### config.mk
export PLATFORM = sky130hd
export DESIGN_NAME = strap_mode_config
export DESIGN_NICKNAME = d
export VERILOG_FILES = /design/src/rtl/strap_level_decoder.v /design/src/rtl/strap_mode_config.v
export VERILOG_INCLUDE_DIRS = /design/src /design/src/rtl
export SDC_FILE = /design/constraint.sdc
export NUM_CORES = 1
export LEC_CHECK = 0
export ABC_AREA = 1
export BUFFER_PORTS_ARGS = -buffer_cell sky130_fd_sc_hd__buf_4
export CORE_MARGIN = 3
export CORE_UTILIZATION = 52
export DETAILED_ROUTE_END_ITERATION = 8
export GPL_TIMING_DRIVEN = 0
export PLACE_DENSITY = 0.92
export SYNTH_ARGS = -nofsm -noshare
export SYNTH_HDL_FRONTEND = slang
export SYNTH_HIERARCHICAL = 1
export SYNTH_SLANG_ARGS = --single-unit
### constraint.sdc
create_clock -name aclk -period 2.5 [get_ports aclk]
set_input_delay 0.25 -clock aclk [delete_from_list [all_inputs] [get_ports aclk]]
set_output_delay 0.25 -clock aclk [all_outputs]
set_load 0.03 [all_outputs]
### src/rtl/strap_mode_config_defs.vh
`ifndef STRAP_MODE_CONFIG_DEFS_VH
`define STRAP_MODE_CONFIG_DEFS_VH

// ****************************************
// register offsets (printed offsets not multiples of four: index, byte addr = 4*index)
// ****************************************
`define IDX_SLEEP_CONTROL      8'h01
`define IDX_DISPLAY_ID_BRIDGE  8'h4F
`define IDX_BRIDGE_CONFIG      8'h54
`define IDX_LINK_PAIRING       8'h5B
`define IDX_REMOTE_ADDR        8'h70
`define IDX_STRAP_STATUS       8'h71
`define IDX_PIXEL_RATE         8'h72

// ****************************************
// field positions
// ****************************************
`define BIT_AUTO_SLEEP         7
`define BIT_DISPLAY_ID_SOURCE  0
`define BIT_AUX_AUDIO          1
`define BIT_REMOTE_ID_LOAD     5
`define BIT_EXT_OVERRIDE       7
`define BIT_CABLE_TYPE         7
`define BIT_FORCED_SINGLE      0
`define BIT_SECOND_CTRL_CHAN   1
`define BIT_STRAP_DONE         6

// ****************************************
// reset values and constants
// ****************************************
`define RST_REG8               8'h00
`define RST_REMOTE_ADDR        8'hA0
`define RST_PIXEL_MHZ          8'h00
`define RATE_MAX_NEW_MHZ       8'h60
`define RATE_LEGACY_MHZ        8'h55
`define STRAP_SETTLE_CYC       4'hF
`define AXI_OKAY               2'h0
`define AXI_SLVERR             2'h2
`define SYNC_STAGES            3

`endif

### src/rtl/strap_level_decoder.v
`include "strap_mode_config_defs.vh"

// thermometer of seven comparator outputs to a three-bit level code
module strap_level_decoder
(
  input  wire       aclk,
  input  wire       aresetn,
  input  wire [6:0] level_above,
  output reg  [2:0] level_code,
  output reg        level_stable
);

  // ****************************************
  // three-flop synchroniser per comparator
  // ****************************************
  reg [6:0] s1_r;
  reg [6:0] s2_r;
  reg [6:0] s3_r;
  integer   i;
  reg [2:0] count_nxt;

  // sync chain
  always @(posedge aclk)
  begin
    if (!aresetn)
    begin
      s1_r <= 7'h00;
      s2_r <= 7'h00;
      s3_r <= 7'h00;
    end
    else
    begin
      s1_r <= level_above;
      s2_r <= s1_r;
      s3_r <= s2_r;
    end
  end

  // count comparators passed: equals the level index
  always @*
  begin
    count_nxt = 3'h0;
    for (i = 0; i < 7; i = i + 1)
      count_nxt = count_nxt + {2'h0, s3_r[i]};
  end

  // code registered; stable once stages two and three agree
  always @(posedge aclk)
  begin
    if (!aresetn)
    begin
      level_code   <= 3'h0;
      level_stable <= 1'b0;
    end
    else
    begin
      level_code   <= count_nxt; // RULE2
      level_stable <= (s2_r == s3_r);
    end
  end

endmodule

### src/rtl/strap_mode_config.v
// Contract
// [RULE1] sample both strap inputs at power-up and latch decoded bits into registers
// [RULE2] eight strap levels map to three-bit codes 000 to 111 per strap
// [RULE3] source select 0: search remote display id, fall back to internal copy
// [RULE4] source select 1: use external local display id source
// [RULE5] source select stored in bridge control bit 0 at 0x4F
// [RULE6] auto sleep stored in bit 7 of 0x01, 1 enables
// [RULE7] aux audio 0: video audio only; 1: plus auxiliary channel
// [RULE8] aux audio select stored in bit 1 of 0x54
// [RULE9] override 0: internal input control; 1: external controller via pins
// [RULE10] external override stored in bit 7 of 0x54
// [RULE11] cable type 0 twisted pair, 1 coaxial
// [RULE12] cable type stored in bit 7 of 0x5B
// [RULE13] remote load 0 uses internal copy, 1 copies remote into internal
// [RULE14] remote load stored in bit 5 of 0x54
// [RULE15] software can read and overwrite every latched setting
// [RULE16] single link carries all video, up to 96 MHz at 24 bit
// [RULE17] legacy receiver compatibility only below 85 MHz
// [RULE18] capable receiver lets secondary link serve as control channel
// [RULE19] forced single disables secondary transmitter and its back channel
// [RULE20] straps never resampled after the latch; writes rule until reset
`include "strap_mode_config_defs.vh"

module strap_mode_config
(
  input  wire        aclk,
  input  wire        aresetn,
  input  wire [6:0]  strap0_above,
  input  wire [6:0]  strap1_above,
  input  wire        remote_id_found,
  input  wire        receiver_new_gen,
  input  wire        receiver_ctrl_capable,
  input  wire [7:0]  pixel_rate_mhz,
  input  wire [31:0] s_axi_awaddr,
  input  wire        s_axi_awvalid,
  output wire        s_axi_awready,
  input  wire [31:0] s_axi_wdata,
  input  wire [3:0]  s_axi_wstrb,
  input  wire        s_axi_wvalid,
  output wire        s_axi_wready,
  output reg  [1:0]  s_axi_bresp,
  output reg         s_axi_bvalid,
  input  wire        s_axi_bready,
  input  wire [31:0] s_axi_araddr,
  input  wire        s_axi_arvalid,
  output wire        s_axi_arready,
  output reg  [31:0] s_axi_rdata,
  output reg  [1:0]  s_axi_rresp,
  output reg         s_axi_rvalid,
  input  wire        s_axi_rready,
  output reg         use_remote_display_id,
  output reg         use_internal_display_id,
  output reg         use_external_display_id,
  output reg         copy_remote_to_internal,
  output reg         auto_sleep_enable,
  output reg         aux_audio_mix,
  output reg         external_control_override,
  output reg         cable_type_select,
  output reg         secondary_tx_enable,
  output reg         secondary_back_channel_enable,
  output reg         secondary_ctrl_channel,
  output reg         rate_ok,
  output reg  [7:0]  remote_display_id_addr,
  output reg         strap_latched
);

  // ****************************************
  // strap capture
  // ****************************************
  wire [2:0] code0;
  wire [2:0] code1;
  wire       stable0;
  wire       stable1;
  reg  [3:0] settle_r;
  reg        latched_r;
  reg  [5:0] strap_raw_r;

  strap_level_decoder u_dec0
  (
    .aclk         (aclk),
    .aresetn      (aresetn),
    .level_above  (strap0_above),
    .level_code   (code0),
    .level_stable (stable0)
  );

  strap_level_decoder u_dec1
  (
    .aclk         (aclk),
    .aresetn      (aresetn),
    .level_above  (strap1_above),
    .level_code   (code1),
    .level_stable (stable1)
  );

  // latch fires once, on the first cycle the settle count is full
  wire latch_now = !latched_r && (settle_r == `STRAP_SETTLE_CYC);

  // settle counter, counts while both straps steady
  always @(posedge aclk)
  begin
    if (!aresetn)
    begin
      settle_r    <= 4'h0;
      latched_r   <= 1'b0;
      strap_raw_r <= 6'h00;
    end
    else if (!latched_r) // RULE20
    begin
      if (!(stable0 && stable1))
        settle_r <= 4'h0;
      else if (settle_r != `STRAP_SETTLE_CYC)
        settle_r <= settle_r + 4'h1;
      if (latch_now)
      begin
        latched_r   <= 1'b1; // RULE1
        strap_raw_r <= {code1, code0};
      end
    end
  end

  // ****************************************
  // registers
  // ****************************************
  reg [7:0] sleep_control_r;
  reg [7:0] display_id_bridge_control_r;
  reg [7:0] bridge_configuration_r;
  reg [7:0] link_pairing_control_r;
  reg [7:0] remote_addr_r;

  // word index from byte address
  function [7:0] reg_index;
    input [31:0] addr;
    begin
      reg_index = addr[9:2];
    end
  endfunction

  // merge write strobe lane 0
  function [7:0] merge8;
    input [7:0] old;
    input [7:0] data;
    input       en;
    begin
      merge8 = en ? data : old;
    end
  endfunction

  // ****************************************
  // axi4-lite write channel
  // ****************************************
  reg        aw_have_r;
  reg        w_have_r;
  reg [31:0] aw_addr_r;
  reg [31:0] w_data_r;
  reg [3:0]  w_strb_r;

  assign s_axi_awready = !aw_have_r && !s_axi_bvalid;
  assign s_axi_wready  = !w_have_r && !s_axi_bvalid;

  wire [7:0] wr_idx = reg_index(aw_addr_r);
  wire       wr_go  = aw_have_r && w_have_r && !s_axi_bvalid;
  // unmapped indexes answer with an error and store nothing
  wire       wr_map = (wr_idx == `IDX_SLEEP_CONTROL) || (wr_idx == `IDX_DISPLAY_ID_BRIDGE) ||
                      (wr_idx == `IDX_BRIDGE_CONFIG) || (wr_idx == `IDX_LINK_PAIRING) ||
                      (wr_idx == `IDX_REMOTE_ADDR) || (wr_idx == `IDX_STRAP_STATUS) ||
                      (wr_idx == `IDX_PIXEL_RATE);
  wire       wr_en  = wr_go && w_strb_r[0];

  // address/data capture in either order, then response
  always @(posedge aclk)
  begin
    if (!aresetn)
    begin
      aw_have_r    <= 1'b0;
      w_have_r     <= 1'b0;
      aw_addr_r    <= 32'h00000000;
      w_data_r     <= 32'h00000000;
      w_strb_r     <= 4'h0;
      s_axi_bvalid <= 1'b0;
      s_axi_bresp  <= `AXI_OKAY;
    end
    else
    begin
      if (s_axi_awvalid && s_axi_awready)
      begin
        aw_have_r <= 1'b1;
        aw_addr_r <= s_axi_awaddr;
      end
      if (s_axi_wvalid && s_axi_wready)
      begin
        w_have_r <= 1'b1;
        w_data_r <= s_axi_wdata;
        w_strb_r <= s_axi_wstrb;
      end
      if (wr_go)
      begin
        aw_have_r    <= 1'b0;
        w_have_r     <= 1'b0;
        s_axi_bvalid <= 1'b1;
        s_axi_bresp  <= wr_map ? `AXI_OKAY : `AXI_SLVERR;
      end
      else if (s_axi_bvalid && s_axi_bready)
        s_axi_bvalid <= 1'b0;
    end
  end

  // register file: strap latch loads, software writes after
  // latch wins a same-cycle write, which is then lost
  always @(posedge aclk)
  begin
    if (!aresetn)
    begin
      sleep_control_r             <= `RST_REG8;
      display_id_bridge_control_r <= `RST_REG8;
      bridge_configuration_r      <= `RST_REG8;
      link_pairing_control_r      <= `RST_REG8;
      remote_addr_r               <= `RST_REMOTE_ADDR; // RULE3
    end
    else if (latch_now)
    begin
      display_id_bridge_control_r[`BIT_DISPLAY_ID_SOURCE] <= code0[2]; // RULE5
      sleep_control_r[`BIT_AUTO_SLEEP]    <= code0[1]; // RULE6
      bridge_configuration_r[`BIT_AUX_AUDIO]      <= code0[0]; // RULE8
      bridge_configuration_r[`BIT_EXT_OVERRIDE]   <= code1[2]; // RULE10
      link_pairing_control_r[`BIT_CABLE_TYPE]     <= code1[1]; // RULE12
      bridge_configuration_r[`BIT_REMOTE_ID_LOAD] <= code1[0]; // RULE14
    end
    else if (wr_en)
    begin
      case (wr_idx) // RULE15
        `IDX_SLEEP_CONTROL:
          sleep_control_r <= merge8(sleep_control_r, w_data_r[7:0], 1'b1);
        `IDX_DISPLAY_ID_BRIDGE:
          display_id_bridge_control_r <= merge8(display_id_bridge_control_r, w_data_r[7:0], 1'b1);
        `IDX_BRIDGE_CONFIG:
          bridge_configuration_r <= merge8(bridge_configuration_r, w_data_r[7:0], 1'b1);
        `IDX_LINK_PAIRING:
          link_pairing_control_r <= merge8(link_pairing_control_r, w_data_r[7:0], 1'b1);
        `IDX_REMOTE_ADDR:
          remote_addr_r <= merge8(remote_addr_r, w_data_r[7:0], 1'b1); // RULE3
        default:
          remote_addr_r <= remote_addr_r;
      endcase
    end
  end

  // ****************************************
  // axi4-lite read channel
  // ****************************************
  // status byte: latch flag above the two decoded strap codes
  reg [7:0] strap_status;

  always @*
  begin
    strap_status                  = {2'h0, strap_raw_r};
    strap_status[`BIT_STRAP_DONE] = latched_r;
  end

  assign s_axi_arready = !s_axi_rvalid;
  wire [7:0] rd_idx = reg_index(s_axi_araddr);

  // one-cycle read answer
  always @(posedge aclk)
  begin
    if (!aresetn)
    begin
      s_axi_rvalid <= 1'b0;
      s_axi_rdata  <= 32'h00000000;
      s_axi_rresp  <= `AXI_OKAY;
    end
    else if (s_axi_arvalid && s_axi_arready)
    begin
      s_axi_rvalid <= 1'b1;
      s_axi_rresp  <= `AXI_OKAY;
      case (rd_idx)
        `IDX_SLEEP_CONTROL:     s_axi_rdata <= {24'h000000, sleep_control_r}; // RULE15
        `IDX_DISPLAY_ID_BRIDGE: s_axi_rdata <= {24'h000000, display_id_bridge_control_r};
        `IDX_BRIDGE_CONFIG:     s_axi_rdata <= {24'h000000, bridge_configuration_r};
        `IDX_LINK_PAIRING:      s_axi_rdata <= {24'h000000, link_pairing_control_r};
        `IDX_REMOTE_ADDR:       s_axi_rdata <= {24'h000000, remote_addr_r};
        `IDX_STRAP_STATUS:      s_axi_rdata <= {24'h000000, strap_status};
        `IDX_PIXEL_RATE:        s_axi_rdata <= {24'h000000, pixel_rate_mhz};
        default:
        begin
          s_axi_rdata <= 32'h00000000;
          s_axi_rresp <= `AXI_SLVERR;
        end
      endcase
    end
    else if (s_axi_rvalid && s_axi_rready)
      s_axi_rvalid <= 1'b0;
  end

  // ****************************************
  // mode outputs
  // ****************************************
  wire src_sel  = display_id_bridge_control_r[`BIT_DISPLAY_ID_SOURCE];
  wire forced1  = link_pairing_control_r[`BIT_FORCED_SINGLE];
  wire ctrl_req = link_pairing_control_r[`BIT_SECOND_CTRL_CHAN];
  // secondary link use: requested, receiver able, not forced single
  wire sec_ok   = !forced1 && ctrl_req && receiver_ctrl_capable;

  // registered decode of the active configuration
  always @(posedge aclk)
  begin
    if (!aresetn)
    begin
      use_remote_display_id         <= 1'b0;
      use_internal_display_id       <= 1'b0;
      use_external_display_id       <= 1'b0;
      copy_remote_to_internal       <= 1'b0;
      auto_sleep_enable             <= 1'b0;
      aux_audio_mix                 <= 1'b0;
      external_control_override     <= 1'b0;
      cable_type_select             <= 1'b0;
      secondary_tx_enable           <= 1'b0;
      secondary_back_channel_enable <= 1'b0;
      secondary_ctrl_channel        <= 1'b0;
      rate_ok                       <= 1'b0;
      remote_display_id_addr        <= `RST_REMOTE_ADDR;
      strap_latched                 <= 1'b0;
    end
    else
    begin
      // display id source steering
      use_external_display_id <= src_sel; // RULE4
      use_remote_display_id   <= !src_sel && remote_id_found; // RULE3
      use_internal_display_id <= !src_sel && !remote_id_found; // RULE3
      copy_remote_to_internal <= !src_sel && remote_id_found &&
                                 bridge_configuration_r[`BIT_REMOTE_ID_LOAD]; // RULE13
      // stored mode bits passed straight out
      auto_sleep_enable       <= sleep_control_r[`BIT_AUTO_SLEEP]; // RULE6
      aux_audio_mix           <= bridge_configuration_r[`BIT_AUX_AUDIO]; // RULE7
      external_control_override <= bridge_configuration_r[`BIT_EXT_OVERRIDE]; // RULE9
      cable_type_select       <= link_pairing_control_r[`BIT_CABLE_TYPE]; // RULE11
      // secondary link parts follow one enable
      secondary_tx_enable     <= sec_ok; // RULE19
      secondary_back_channel_enable <= sec_ok; // RULE19
      secondary_ctrl_channel  <= sec_ok; // RULE18
      // new receiver up to 96 MHz, legacy strictly below 85 MHz
      rate_ok <= receiver_new_gen ? (pixel_rate_mhz <= `RATE_MAX_NEW_MHZ) // RULE16
                                  : (pixel_rate_mhz < `RATE_LEGACY_MHZ); // RULE17
      // mirrors of the stored address and latch flag
      remote_display_id_addr  <= remote_addr_r;
      strap_latched           <= latched_r;
    end
  end

endmodule

==> flow_summary_export.csv, run 1 <==
group,metric,value,unit
logic_synthesis,synth_edf_count,0,
logic_synthesis,synth_sequential_area_ratio,0.458,
clock_network,post_cts.resized_instances,0,
logic_synthesis,yosys_most_used_dff,"sky130_fd_sc_hd__dfxtp_1",
power,combPwrFrac,0.090,
logic_synthesis,ys.warnings.count,6,
die,floorplan.initialDensity,0.540,
critical_path,worstPathBufferInverterCount,3,
logic_synthesis,syn_avg_cell_area,7.42,um2
clock_network,cts_setup_buffers,0,
placed_design,numPortBuffers,92,
layout,drive_above_1_share,0.196,
run_status,status,"finished clean",
critical_path,crit_path_start_kind,"flop",
critical_path,crit_slowest_cell,"sky130_fd_sc_hd__fa_1",
power,p_sw,1420,uW
route,avgRoutedWirePerCell,13.8,um
route,initialDrtViolationCount,446,
clock_network,htree_num_levels,4,
power,power.density,690,nW/um2
layout,multi_input_area,2760,um2
power,internal_power,4300,uW
global_route,globalRouteOverflowTotal,0,
critical_path,critPathRequiredTime,2.83,ns
clock_network,cts-buffers-inserted,17,
logic_synthesis,synth_commonest_cells,"sky130_fd_sc_hd__nand2_1, sky130_fd_sc_hd__dfxtp_1, sky130_fd_sc_hd__inv_1, sky130_fd_sc_hd__nor2_1, sky130_fd_sc_hd__nand3_1",
logic_synthesis,synth_most_common_cell,"sky130_fd_sc_hd__nand2_1",
logic_synthesis,synth.area.top_cells,"sky130_fd_sc_hd__dfxtp_1, sky130_fd_sc_hd__nand2_1, sky130_fd_sc_hd__inv_1",
timing,timing.final.crit_period,2.35,ns
power,post-layout-total-power,5720,uW
power,power.sequential.fraction,0.443,
timing,finalMaxSlewViolations,0,
layout,n_antenna_cell,0,
route,drt_pass1_iterations,7,
logic_synthesis,share_of_flip_flops_with_an_asynchronous_set_or_reset,0,
logic_synthesis,postSynthCellCount,889,
timing,period_share,0.939,
global_route,first_pass_grt_wire_length,26900,um
placed_design,place.gp.congestion,0.976,
min_path,worstHoldPathType,"in -> reg",
clock_network,cts-root-buf,"sky130_fd_sc_hd__clkbuf_16",
timing,totalNegativeSetupSlack,0,ns
timing,setup_clock_skew_after_layout,0.00921,ns
global_route,first_global_vias,5697,
timing,timing.hold.ws,0.00563,ns
logic_synthesis,netlist_area,6600,um2
route,detail_route.drc_violations,0,
power,netSwitchingFraction,0.248,
timing,unrepaired_setup_endpoints_after_global_routing,"false",
timing,worstMarginPinSlew,0.688,ns
global_route,antenna_violations_before_repair,0,
logic_synthesis,postSynthRegisterBits,151,
clock_network,cts_hold_repair.buffers,8,
critical_path,crit_path_max_incr_delay,0.54,ns
critical_path,path_max_fanout,3,
clock_network,insertion_delay,0.43,ns
route,drt_wl_total,16800,um
clock_network,tritoncts,"built",
die,number_of_cell_rows,40,
critical_path,cp-end-kind,"flop",
die,floorplan.die.width,119,um
power,total_leakage_power,0.00418,uW
flow_run,timing.max_cap.violations,0,
timing,endpoints_failing_hold,0,
global_route,grt_max_degree,18,
timing,finalSetupViolCount,0,
clock_network,deepest_clock_path_buffer_count,2,
logic_synthesis,synth_top_area_share,0.458,
logic_synthesis,ys_types,36,
clock_network,clk_pin_slew_worst_paths,0.06,ns
power,share_clk_of_total_power,0.467,
timing,maxClockFrequency,426,MHz
critical_path,reg2reg_slack,0.15,ns
layout,nNetsFinal,1178,
power,vdd_drop_max,0.000605,V
die,die_h,119,um
clock_network,cts_num_sinks,151,
global_route,grtUsageTotal,0.238,
route,antenna_left,0,
die,design.core.area,12200,um2
die,ios,194,
layout,register_area,3020,um2
logic_synthesis,synth_top_area_cell,"sky130_fd_sc_hd__dfxtp_1",
route,drt-vias-per-instance,4.95,
critical_path,critPathKind,"reg -> reg",
route,via_count,6008,
layout,num-fill-cells,980,
layout,syn2layout_area_growth,25.7,%
timing,relSlewSlack,0.541,
die,fp.dieArea,14100,um2
critical_path,critPathTopFamily,"adder cells",
critical_path,worstPathCellList,"fa_1 > inv_1 > fa_1 > inv_1 > ha_1 > inv_1 > fa_1 > xor2_1 > nor2_1",
critical_path,critical_path_arrival,2.67,ns
placed_design,post-dp-hpwl,12000,um
## worst paths after layout
kind	to	depth (start not counted)	start
setup / recovery	u_dec0/level_code[2]	9	u_dec0/s3_r[2]
hold / removal	u_dec1/s1_r[1]	3	strap1_above[1]
setup reg to reg	u_dec0/level_code[2]	9	u_dec0/s3_r[2]
hold reg to reg	u_dec0/s2_r[2]	2	u_dec0/s1_r[2]
## tightest hold or removal path: stages
cell and delay [ns]:
sky130_fd_sc_hd__buf_4 0.07, sky130_fd_sc_hd__nand2_1 0.04, sky130_fd_sc_hd__inv_1 0.04
## cell families after synthesis
kind of cell / count (synthesis) / share of synthesized area
simple gates: 401 / 0.271
other cells: 1 / 0.000569
buf+inv: 203 / 0.138
fa+ha+maj: 13 / 0.0315
xor+xnor: 2 / 0.00266
compound gates: 118 / 0.0981
flops: 151 / 0.458
## final cells by class
class                           instances  share of cell area
Multi-Input combinational cell        560               0.333
Buffer                                 52              0.0409
Inverter                              151              0.0687
Sequential cell                       151               0.365
Clock buffer                           19              0.0546
Tap cell                              168              0.0254
Timing Repair Buffer                  100              0.0930
Clock inverter                         13              0.0201
## flip-flops by register name (all words and copies together), names as in the netlist, 3 cells and up
name,count
settle_r,4
u_dec1/s3_r,7
bridge_configuration_r,8
w_data_r,8
u_dec1/s2_r,7
u_dec0/s3_r,7
display_id_bridge_control_r,8
u_dec1/s1_r,7
link_pairing_control_r,8
u_dec0/s2_r,7
s_axi_rdata,8
remote_addr_r,8
strap_raw_r,6
remote_display_id_addr,8
sleep_control_r,8
u_dec0/s1_r,7
u_dec0/level_code,3
u_dec1/level_code,3
aw_addr_r,8
## per-stage QoR
stage                      util  cells  instance area, um2  setup slack (ns)
final                     0.679   1214                8290             0.153
after global routing      0.679   1214                8290            0.0265
after CTS                 0.679   1214                8290             0.127
after detailed placement  0.622   1174                7590             0.180
after global placement    0.622   1174                7590             0.251
after floorplan               -    914                6690             0.290
## routing by layer
| layer | vias to the layer above | part of all wire | GRT usage |
|---|---|---|---|
| li1 | 2989 | - | - |
| met1 | 2701 | 0.41 | 0.290 |
| met2 | 270 | 0.48 | 0.401 |
| met3 | 48 | 0.078 | 0.0569 |
| met4 | 0 | 0.033 | 0.106 |
| met5 | - | 0 | 0 |
## power by group through the flow
stage | logic (uW) | clock network (uW) | registers [uW]
after floorplan | 315 | 0 | 2580
after global placement | 481 | 0 | 2580
after detailed placement | 496 | 0 | 2580
after CTS | 511 | 2670 | 2530
after global routing | 567 | 2790 | 2540
final | 516 | 2670 | 2530
## placed cells by master (no fill, tap or decap), drive strengths merged, types with 26 or more instances in the layout
cell	count
inv	155
buf	132
a21oi	57
clkbuf	31
nand2	222
nand3	66
dfxtp	151
o21ai	43
nor2	98
conb	26
No activity file was read; power rests on OpenSTA's default activity.
==> inputs of run 2 (changes only) <==
--- a/config.mk
+++ b/config.mk
@@ -12,7 +12,7 @@
 export CORE_UTILIZATION = 52
 export DETAILED_ROUTE_END_ITERATION = 8
 export GPL_TIMING_DRIVEN = 0
-export PLACE_DENSITY = 0.92
+export PLACE_DENSITY_LB_ADDON = 0.12
 export SYNTH_ARGS = -nofsm -noshare
 export SYNTH_HDL_FRONTEND = slang
 export SYNTH_HIERARCHICAL = 1
==> constraint.sdc (replaced) <==
create_clock -name aclk -period 2.23 [get_ports aclk]
set_input_delay 0.223 -clock aclk [delete_from_list [all_inputs] [get_ports aclk]]
set_output_delay 0.223 -clock aclk [all_outputs]
set_load 0.03 [all_outputs]
==> flow_summary_export.csv, run 2 (synthesized netlist as in run 1, its figures left out) <==
group,metric,value,unit
timing,setup_clock_skew_after_layout,0.00706,ns
global_route,globalRouteOverflowTotal,0,
die,floorplan.die.width,119,um
placed_design,place.gp.congestion,0.868,
flow_run,timing.max_cap.violations,0,
route,antenna_left,0,
timing,finalWorstSetupSlack,-0.0271,ns
global_route,grt_max_degree,18,
run_status,status,"complete, but fails checks",
critical_path,critPathRequiredTime,2.55,ns
global_route,grtUsageTotal,0.225,
die,die_h,119,um
critical_path,cp-end-kind,"flop",
min_path,worstHoldPathType,"in -> reg",
global_route,antenna_violations_before_repair,0,
clock_network,cts-root-buf,"sky130_fd_sc_hd__clkbuf_16",
die,floorplan.initialDensity,0.540,
critical_path,critical_path_arrival,2.58,ns
die,fp.dieArea,14100,um2
layout,nNetsFinal,1188,
clock_network,htree_num_levels,4,
die,ios,194,
timing,worstMarginPinSlew,0.653,ns
route,via_count,5781,
critical_path,critical_path.reg2reg.startpoint,"u_dec0/s3_r[2]",
critical_path,crit_path_start_kind,"flop",
clock_network,clk_pin_slew_worst_paths,0.06,ns
critical_path,path_max_fanout,2,
clock_network,cts_num_sinks,151,
timing,relSlewSlack,0.565,
layout,final_cell_mix,"sky130_fd_sc_hd__nand2_1, sky130_fd_sc_hd__dfxtp_1, sky130_fd_sc_hd__inv_1",
timing,finalMaxSlewViolations,0,
route,avgRoutedWirePerCell,12.7,um
timing,timing.final.crit_period,2.26,ns
route,drt_wl_total,15600,um
clock_network,deepest_clock_path_buffer_count,2,
die,number_of_cell_rows,40,
layout,layout.cell_area.non_filler,8340,um2
route,drt-vias-per-instance,4.72,
route,drt_pass1_iterations,7,
timing,maxClockFrequency,443,MHz
timing,endpoints_failing_hold,0,
layout,drive_above_1_share,0.199,
critical_path,worst_r2r_path_depth,8,
power,vdd_drop_max,0.000983,V
route,detail_route.drc_violations,0,
placed_design,placed_cell_count,1174,
timing,totalNegativeSetupSlack,-0.0271,ns
timing,unrepaired_setup_endpoints_after_global_routing,"true",
layout,post_layout_nonfiller_instances,1224,
layout,num-fill-cells,1043,
critical_path,reg2reg_slack,-0.03,ns
critical_path,critPathKind,"reg -> reg",
clock_network,tritoncts,"built",
global_route,first_pass_grt_wire_length,25200,um
power,total_leakage_power,0.00421,uW
route,initialDrtViolationCount,338,
clock_network,insertion_delay,0.42,ns
placed_design,place_worst_setup_slack,-0.0591,ns
placed_design,dpl_cell_area,7590,um2
timing,finalSetupViolCount,1,
layout,layout_commonest_cell,"sky130_fd_sc_hd__nand2_1",
layout,n_antenna_cell,0,
critical_path,timing.rr.end,"u_dec0/level_code[1]",
critical_path,start_point_of_the_critical_path,"u_dec0/s3_r[2]",
run_status,violations,"negative setup slack",
placed_design,numPortBuffers,92,
critical_path,endpoint,"u_dec0/level_code[1]",
global_route,first_global_vias,5426,
placed_design,post-dp-hpwl,11400,um
clock_network,cts-buffers-inserted,17,
layout,syn2layout_area_growth,26.5,%
die,design.core.area,12200,um2
power,power.density,740,nW/um2
timing,period_share,1.01,
run 2: cell count changes in the layout (fill, tap and decap cells not counted), moves of 2 or more:
| cell | before | now |
|---|---|---|
| sky130_fd_sc_hd__dfxtp_2 | 0 | 2 |
| sky130_fd_sc_hd__dfxtp_1 | 151 | 149 |
| sky130_fd_sc_hd__fa_1 | 6 | 4 |
| sky130_fd_sc_hd__inv_1 | 141 | 139 |
| sky130_fd_sc_hd__fa_2 | 0 | 2 |
| sky130_fd_sc_hd__inv_6 | 4 | 0 |
| sky130_fd_sc_hd__clkinv_2 | 2 | 5 |
| sky130_fd_sc_hd__dlygate4sd3_1 | 8 | 16 |
| sky130_fd_sc_hd__clkbuf_1 | 12 | 16 |
| sky130_fd_sc_hd__buf_4 | 122 | 124 |
| sky130_fd_sc_hd__inv_2 | 9 | 11 |
run 2: final cells by class:
type	instances	area, um2	area share
clock buffers	23	468	0.0561
inverters	151	569	0.0682
well taps	168	210	0.0252
plain buffers	52	339	0.0406
repair buffers	110	866	0.104
multi-input cells	560	2770	0.331
clock inverters	9	100	0.0120
flip-flops and latches	151	3030	0.363
run 2: where the power goes:
part | total, uW | internal (uW) | leakage [uW] | switching [uW]
clock network | 2760 | 1690 | 0.000277 | 1060
logic | 585 | 223 | 0.00270 | 362
registers | 2830 | 2780 | 0.00123 | 52.1
run 2: worst max-delay path, stage by stage, from the launching register on:
cell                      delay, ns
sky130_fd_sc_hd__dfxtp_2       0.33
sky130_fd_sc_hd__fa_1          0.55
sky130_fd_sc_hd__inv_2         0.04
sky130_fd_sc_hd__fa_1          0.43
sky130_fd_sc_hd__inv_1         0.06
sky130_fd_sc_hd__ha_2          0.16
sky130_fd_sc_hd__inv_2         0.03
sky130_fd_sc_hd__fa_2          0.50
sky130_fd_sc_hd__nor2_1        0.04
run 2: how the worst min path moves through the flow:
| stage | depth (start not counted) | endpoint | startpoint |
|---|---|---|---|
| floorplan | 1 | use_internal_display_id | remote_id_found |
| global placement | 2 | u_dec0/s2_r[0] | u_dec0/s1_r[0] |
| detailed placement | 2 | u_dec1/s2_r[6] | u_dec1/s1_r[6] |
| CTS | 3 | secondary_ctrl_channel | receiver_ctrl_capable |
| global route | 3 | secondary_ctrl_channel | receiver_ctrl_capable |
| finish | 3 | secondary_ctrl_channel | receiver_ctrl_capable |
run 2: routing by layer:
layer	global-route usage	up-vias	wire length [um]
li1	-	3006	-
met1	0.268	2574	6610
met2	0.387	168	7510
met3	0.0598	33	962
met4	0.0854	0	495
met5	0	-	0
run 2: repair_timing:
| item | CTS | global route |
|---|---|---|
| buffers inserted | 2 | 0 |
| setup endpoints to repair | 4 | 4 |
| resized for setup | 5 | 2 |
| hold buffers | 16 | 0 |
| pin swaps | 5 | 1 |
| endpoints found under the hold margin | 16 | 0 |
run 2: metrics by stage:
step / hold WS, ns / power, uW / util
6_report: 0.0403 / 6170 / 0.683
5_1_grt: 0.0654 / 6400 / 0.683
4_1_cts: 0.0294 / 6210 / 0.683
3_5_place_dp: 0.396 / 3450 / 0.622
3_3_place_gp: 0.388 / 3440 / 0.622
2_1_floorplan: 0.300 / 3250 / -
==> inputs of run 3 (changes only) <==
--- a/config.mk
+++ b/config.mk
@@ -8,8 +8,10 @@
 export LEC_CHECK = 0
 export ABC_AREA = 1
 export BUFFER_PORTS_ARGS = -buffer_cell sky130_fd_sc_hd__buf_4
+export CELL_PAD_IN_SITES_DETAIL_PLACEMENT = 0
+export CELL_PAD_IN_SITES_GLOBAL_PLACEMENT = 1
 export CORE_MARGIN = 3
-export CORE_UTILIZATION = 52
+export CORE_UTILIZATION = 37
 export DETAILED_ROUTE_END_ITERATION = 8
 export GPL_TIMING_DRIVEN = 0
 export PLACE_DENSITY_LB_ADDON = 0.12
==> flow_summary_export.csv, run 3 (synthesized netlist as in run 1, its figures left out) <==
group,metric,value,unit
critical_path,path_max_fanout,3,
global_route,antenna_violations_before_repair,0,
clock_network,clk_pin_slew_worst_paths,0.06,ns
route,detail_route.drc_violations,0,
timing,finalWorstSetupSlack,-0.000770,ns
clock_network,cts-buffers-inserted,17,
power,total_leakage_power,0.00421,uW
critical_path,cp-end-kind,"flop",
layout,syn2layout_area_growth,27.7,%
route,drt_pass1_iterations,4,
power,vdd_drop_max,0.000551,V
timing,setup_clock_skew_after_layout,0.00856,ns
die,design.core.area,17400,um2
layout,layout_commonest_cell,"sky130_fd_sc_hd__nand2_1",
timing,finalMaxSlewViolations,0,
global_route,grt_max_degree,18,
route,drt_wl_total,17100,um
global_route,first_global_vias,5461,
die,ios,194,
route,avgRoutedWirePerCell,13.4,um
die,number_of_cell_rows,48,
run_status,status,"complete, but fails checks",
placed_design,numPortBuffers,92,
timing,timing.hold.ws,0.0430,ns
clock_network,tritoncts,"built",
route,antenna_left,0,
placed_design,place_worst_setup_slack,-0.0586,ns
layout,nNetsFinal,1187,
die,die_h,140,um
clock_network,deepest_clock_path_buffer_count,2,
critical_path,critical_path_arrival,2.59,ns
clock_network,insertion_delay,0.43,ns
layout,fin_util,0.485,
timing,timing.final.crit_period,2.23,ns
route,initialDrtViolationCount,268,
layout,drive_above_1_share,0.199,
flow_run,timing.max_cap.violations,0,
global_route,globalRouteOverflowTotal,0,
critical_path,critPathKind,"reg -> reg",
critical_path,critPathRequiredTime,2.59,ns
placed_design,post-dp-hpwl,12800,um
layout,n_antenna_cell,0,
min_path,worstHoldPathType,"in -> reg",
clock_network,cts_num_sinks,151,
power,power.density,745,nW/um2
clock_network,cts-root-buf,"sky130_fd_sc_hd__clkbuf_16",
route,drt-vias-per-instance,4.46,
timing,worstMarginPinSlew,0.713,ns
global_route,first_pass_grt_wire_length,27800,um
die,floorplan.initialDensity,0.380,
layout,final_cell_mix,"sky130_fd_sc_hd__nand2_1, sky130_fd_sc_hd__dfxtp_1, sky130_fd_sc_hd__inv_1",
timing,unrepaired_setup_endpoints_after_global_routing,"true",
timing,period_share,1.00,
timing,relSlewSlack,0.524,
clock_network,htree_num_levels,4,
die,fp.dieArea,19500,um2
global_route,grtUsageTotal,0.182,
route,via_count,5700,
timing,maxClockFrequency,448,MHz
die,floorplan.die.width,140,um
timing,endpoints_failing_hold,0,
placed_design,placed_cell_count,1231,
run_status,violations,"negative setup slack",
layout,post_layout_nonfiller_instances,1278,
placed_design,place.gp.congestion,0.796,
timing,finalSetupViolCount,1,
critical_path,crit_path_start_kind,"flop",
run 3: cell types whose count changed in the layout (fill, tap and decap cells not counted), sizes merged:
cell    delta
buf        -1
clkbuf     -3
inv        +1
run 3: where the power goes:
part	internal (uW)	leakage [uW]	switching, uW
Combinational	222	0.00270	366
Clock	1700	0.000279	1150
Sequential	2780	0.00123	54.3
run 3: cell type report:
cell class                 instances  area (um2)
tap                              225         282
buffer                            52         339
multi-input combinational        560        2760
fill                            1792        8940
sequential                       151        3030
inverter                         151         569
clock inverter                    10         124
clock buffer                      20         457
timing repair buffer             109         858
run 3: repair_timing:
action	4_1_cts	5_1_grt
resized for setup	6	1
pin swaps	5	3
buffers inserted	1	0
gates cloned	0	0
endpoints found under the hold margin	16	0
endpoints found under the setup margin	4	4
hold buffers	16	0
run 3: final timing paths:
check	to	slack [ns]	from	depth (start not counted)
setup / recovery	u_dec1/level_code[1]	-0.0008	u_dec1/s3_r[2]	8
hold / removal	secondary_ctrl_channel	0.04	receiver_ctrl_capable	3
setup reg to reg	u_dec1/level_code[1]	-0.0008	u_dec1/s3_r[2]	8
hold reg to reg	u_dec0/s2_r[3]	0.41	u_dec0/s1_r[3]	2
run 3: critical path: stages (launching register included):
cell	delay, ns
sky130_fd_sc_hd__dfxtp_2	0.33
sky130_fd_sc_hd__fa_1	0.53
sky130_fd_sc_hd__inv_1	0.05
sky130_fd_sc_hd__fa_1	0.49
sky130_fd_sc_hd__inv_1	0.04
sky130_fd_sc_hd__ha_1	0.16
sky130_fd_sc_hd__inv_1	0.07
sky130_fd_sc_hd__fa_2	0.42
sky130_fd_sc_hd__nor2_1	0.08
run 3: stage by stage:
step	instance area [um2]	TNS (ns)	power (uW)
3_5_place_dp	7660	-0.127	3460
5_1_grt	8420	-0.383	6530
3_3_place_gp	7660	-0.102	3460
4_1_cts	8420	-0.0661	6350
6_report	8420	-0.000770	6280
2_1_floorplan	6690	0	3250
run 3: metal layers:
| metal | track usage | part of all wire | vias up |
|---|---|---|---|
| li1 | - | - | 3004 |
| met1 | 0.220 | 0.44 | 2548 |
| met2 | 0.312 | 0.49 | 123 |
| met3 | 0.0436 | 0.048 | 25 |
| met4 | 0.0716 | 0.025 | 0 |
| met5 | 0 | 0 | - |
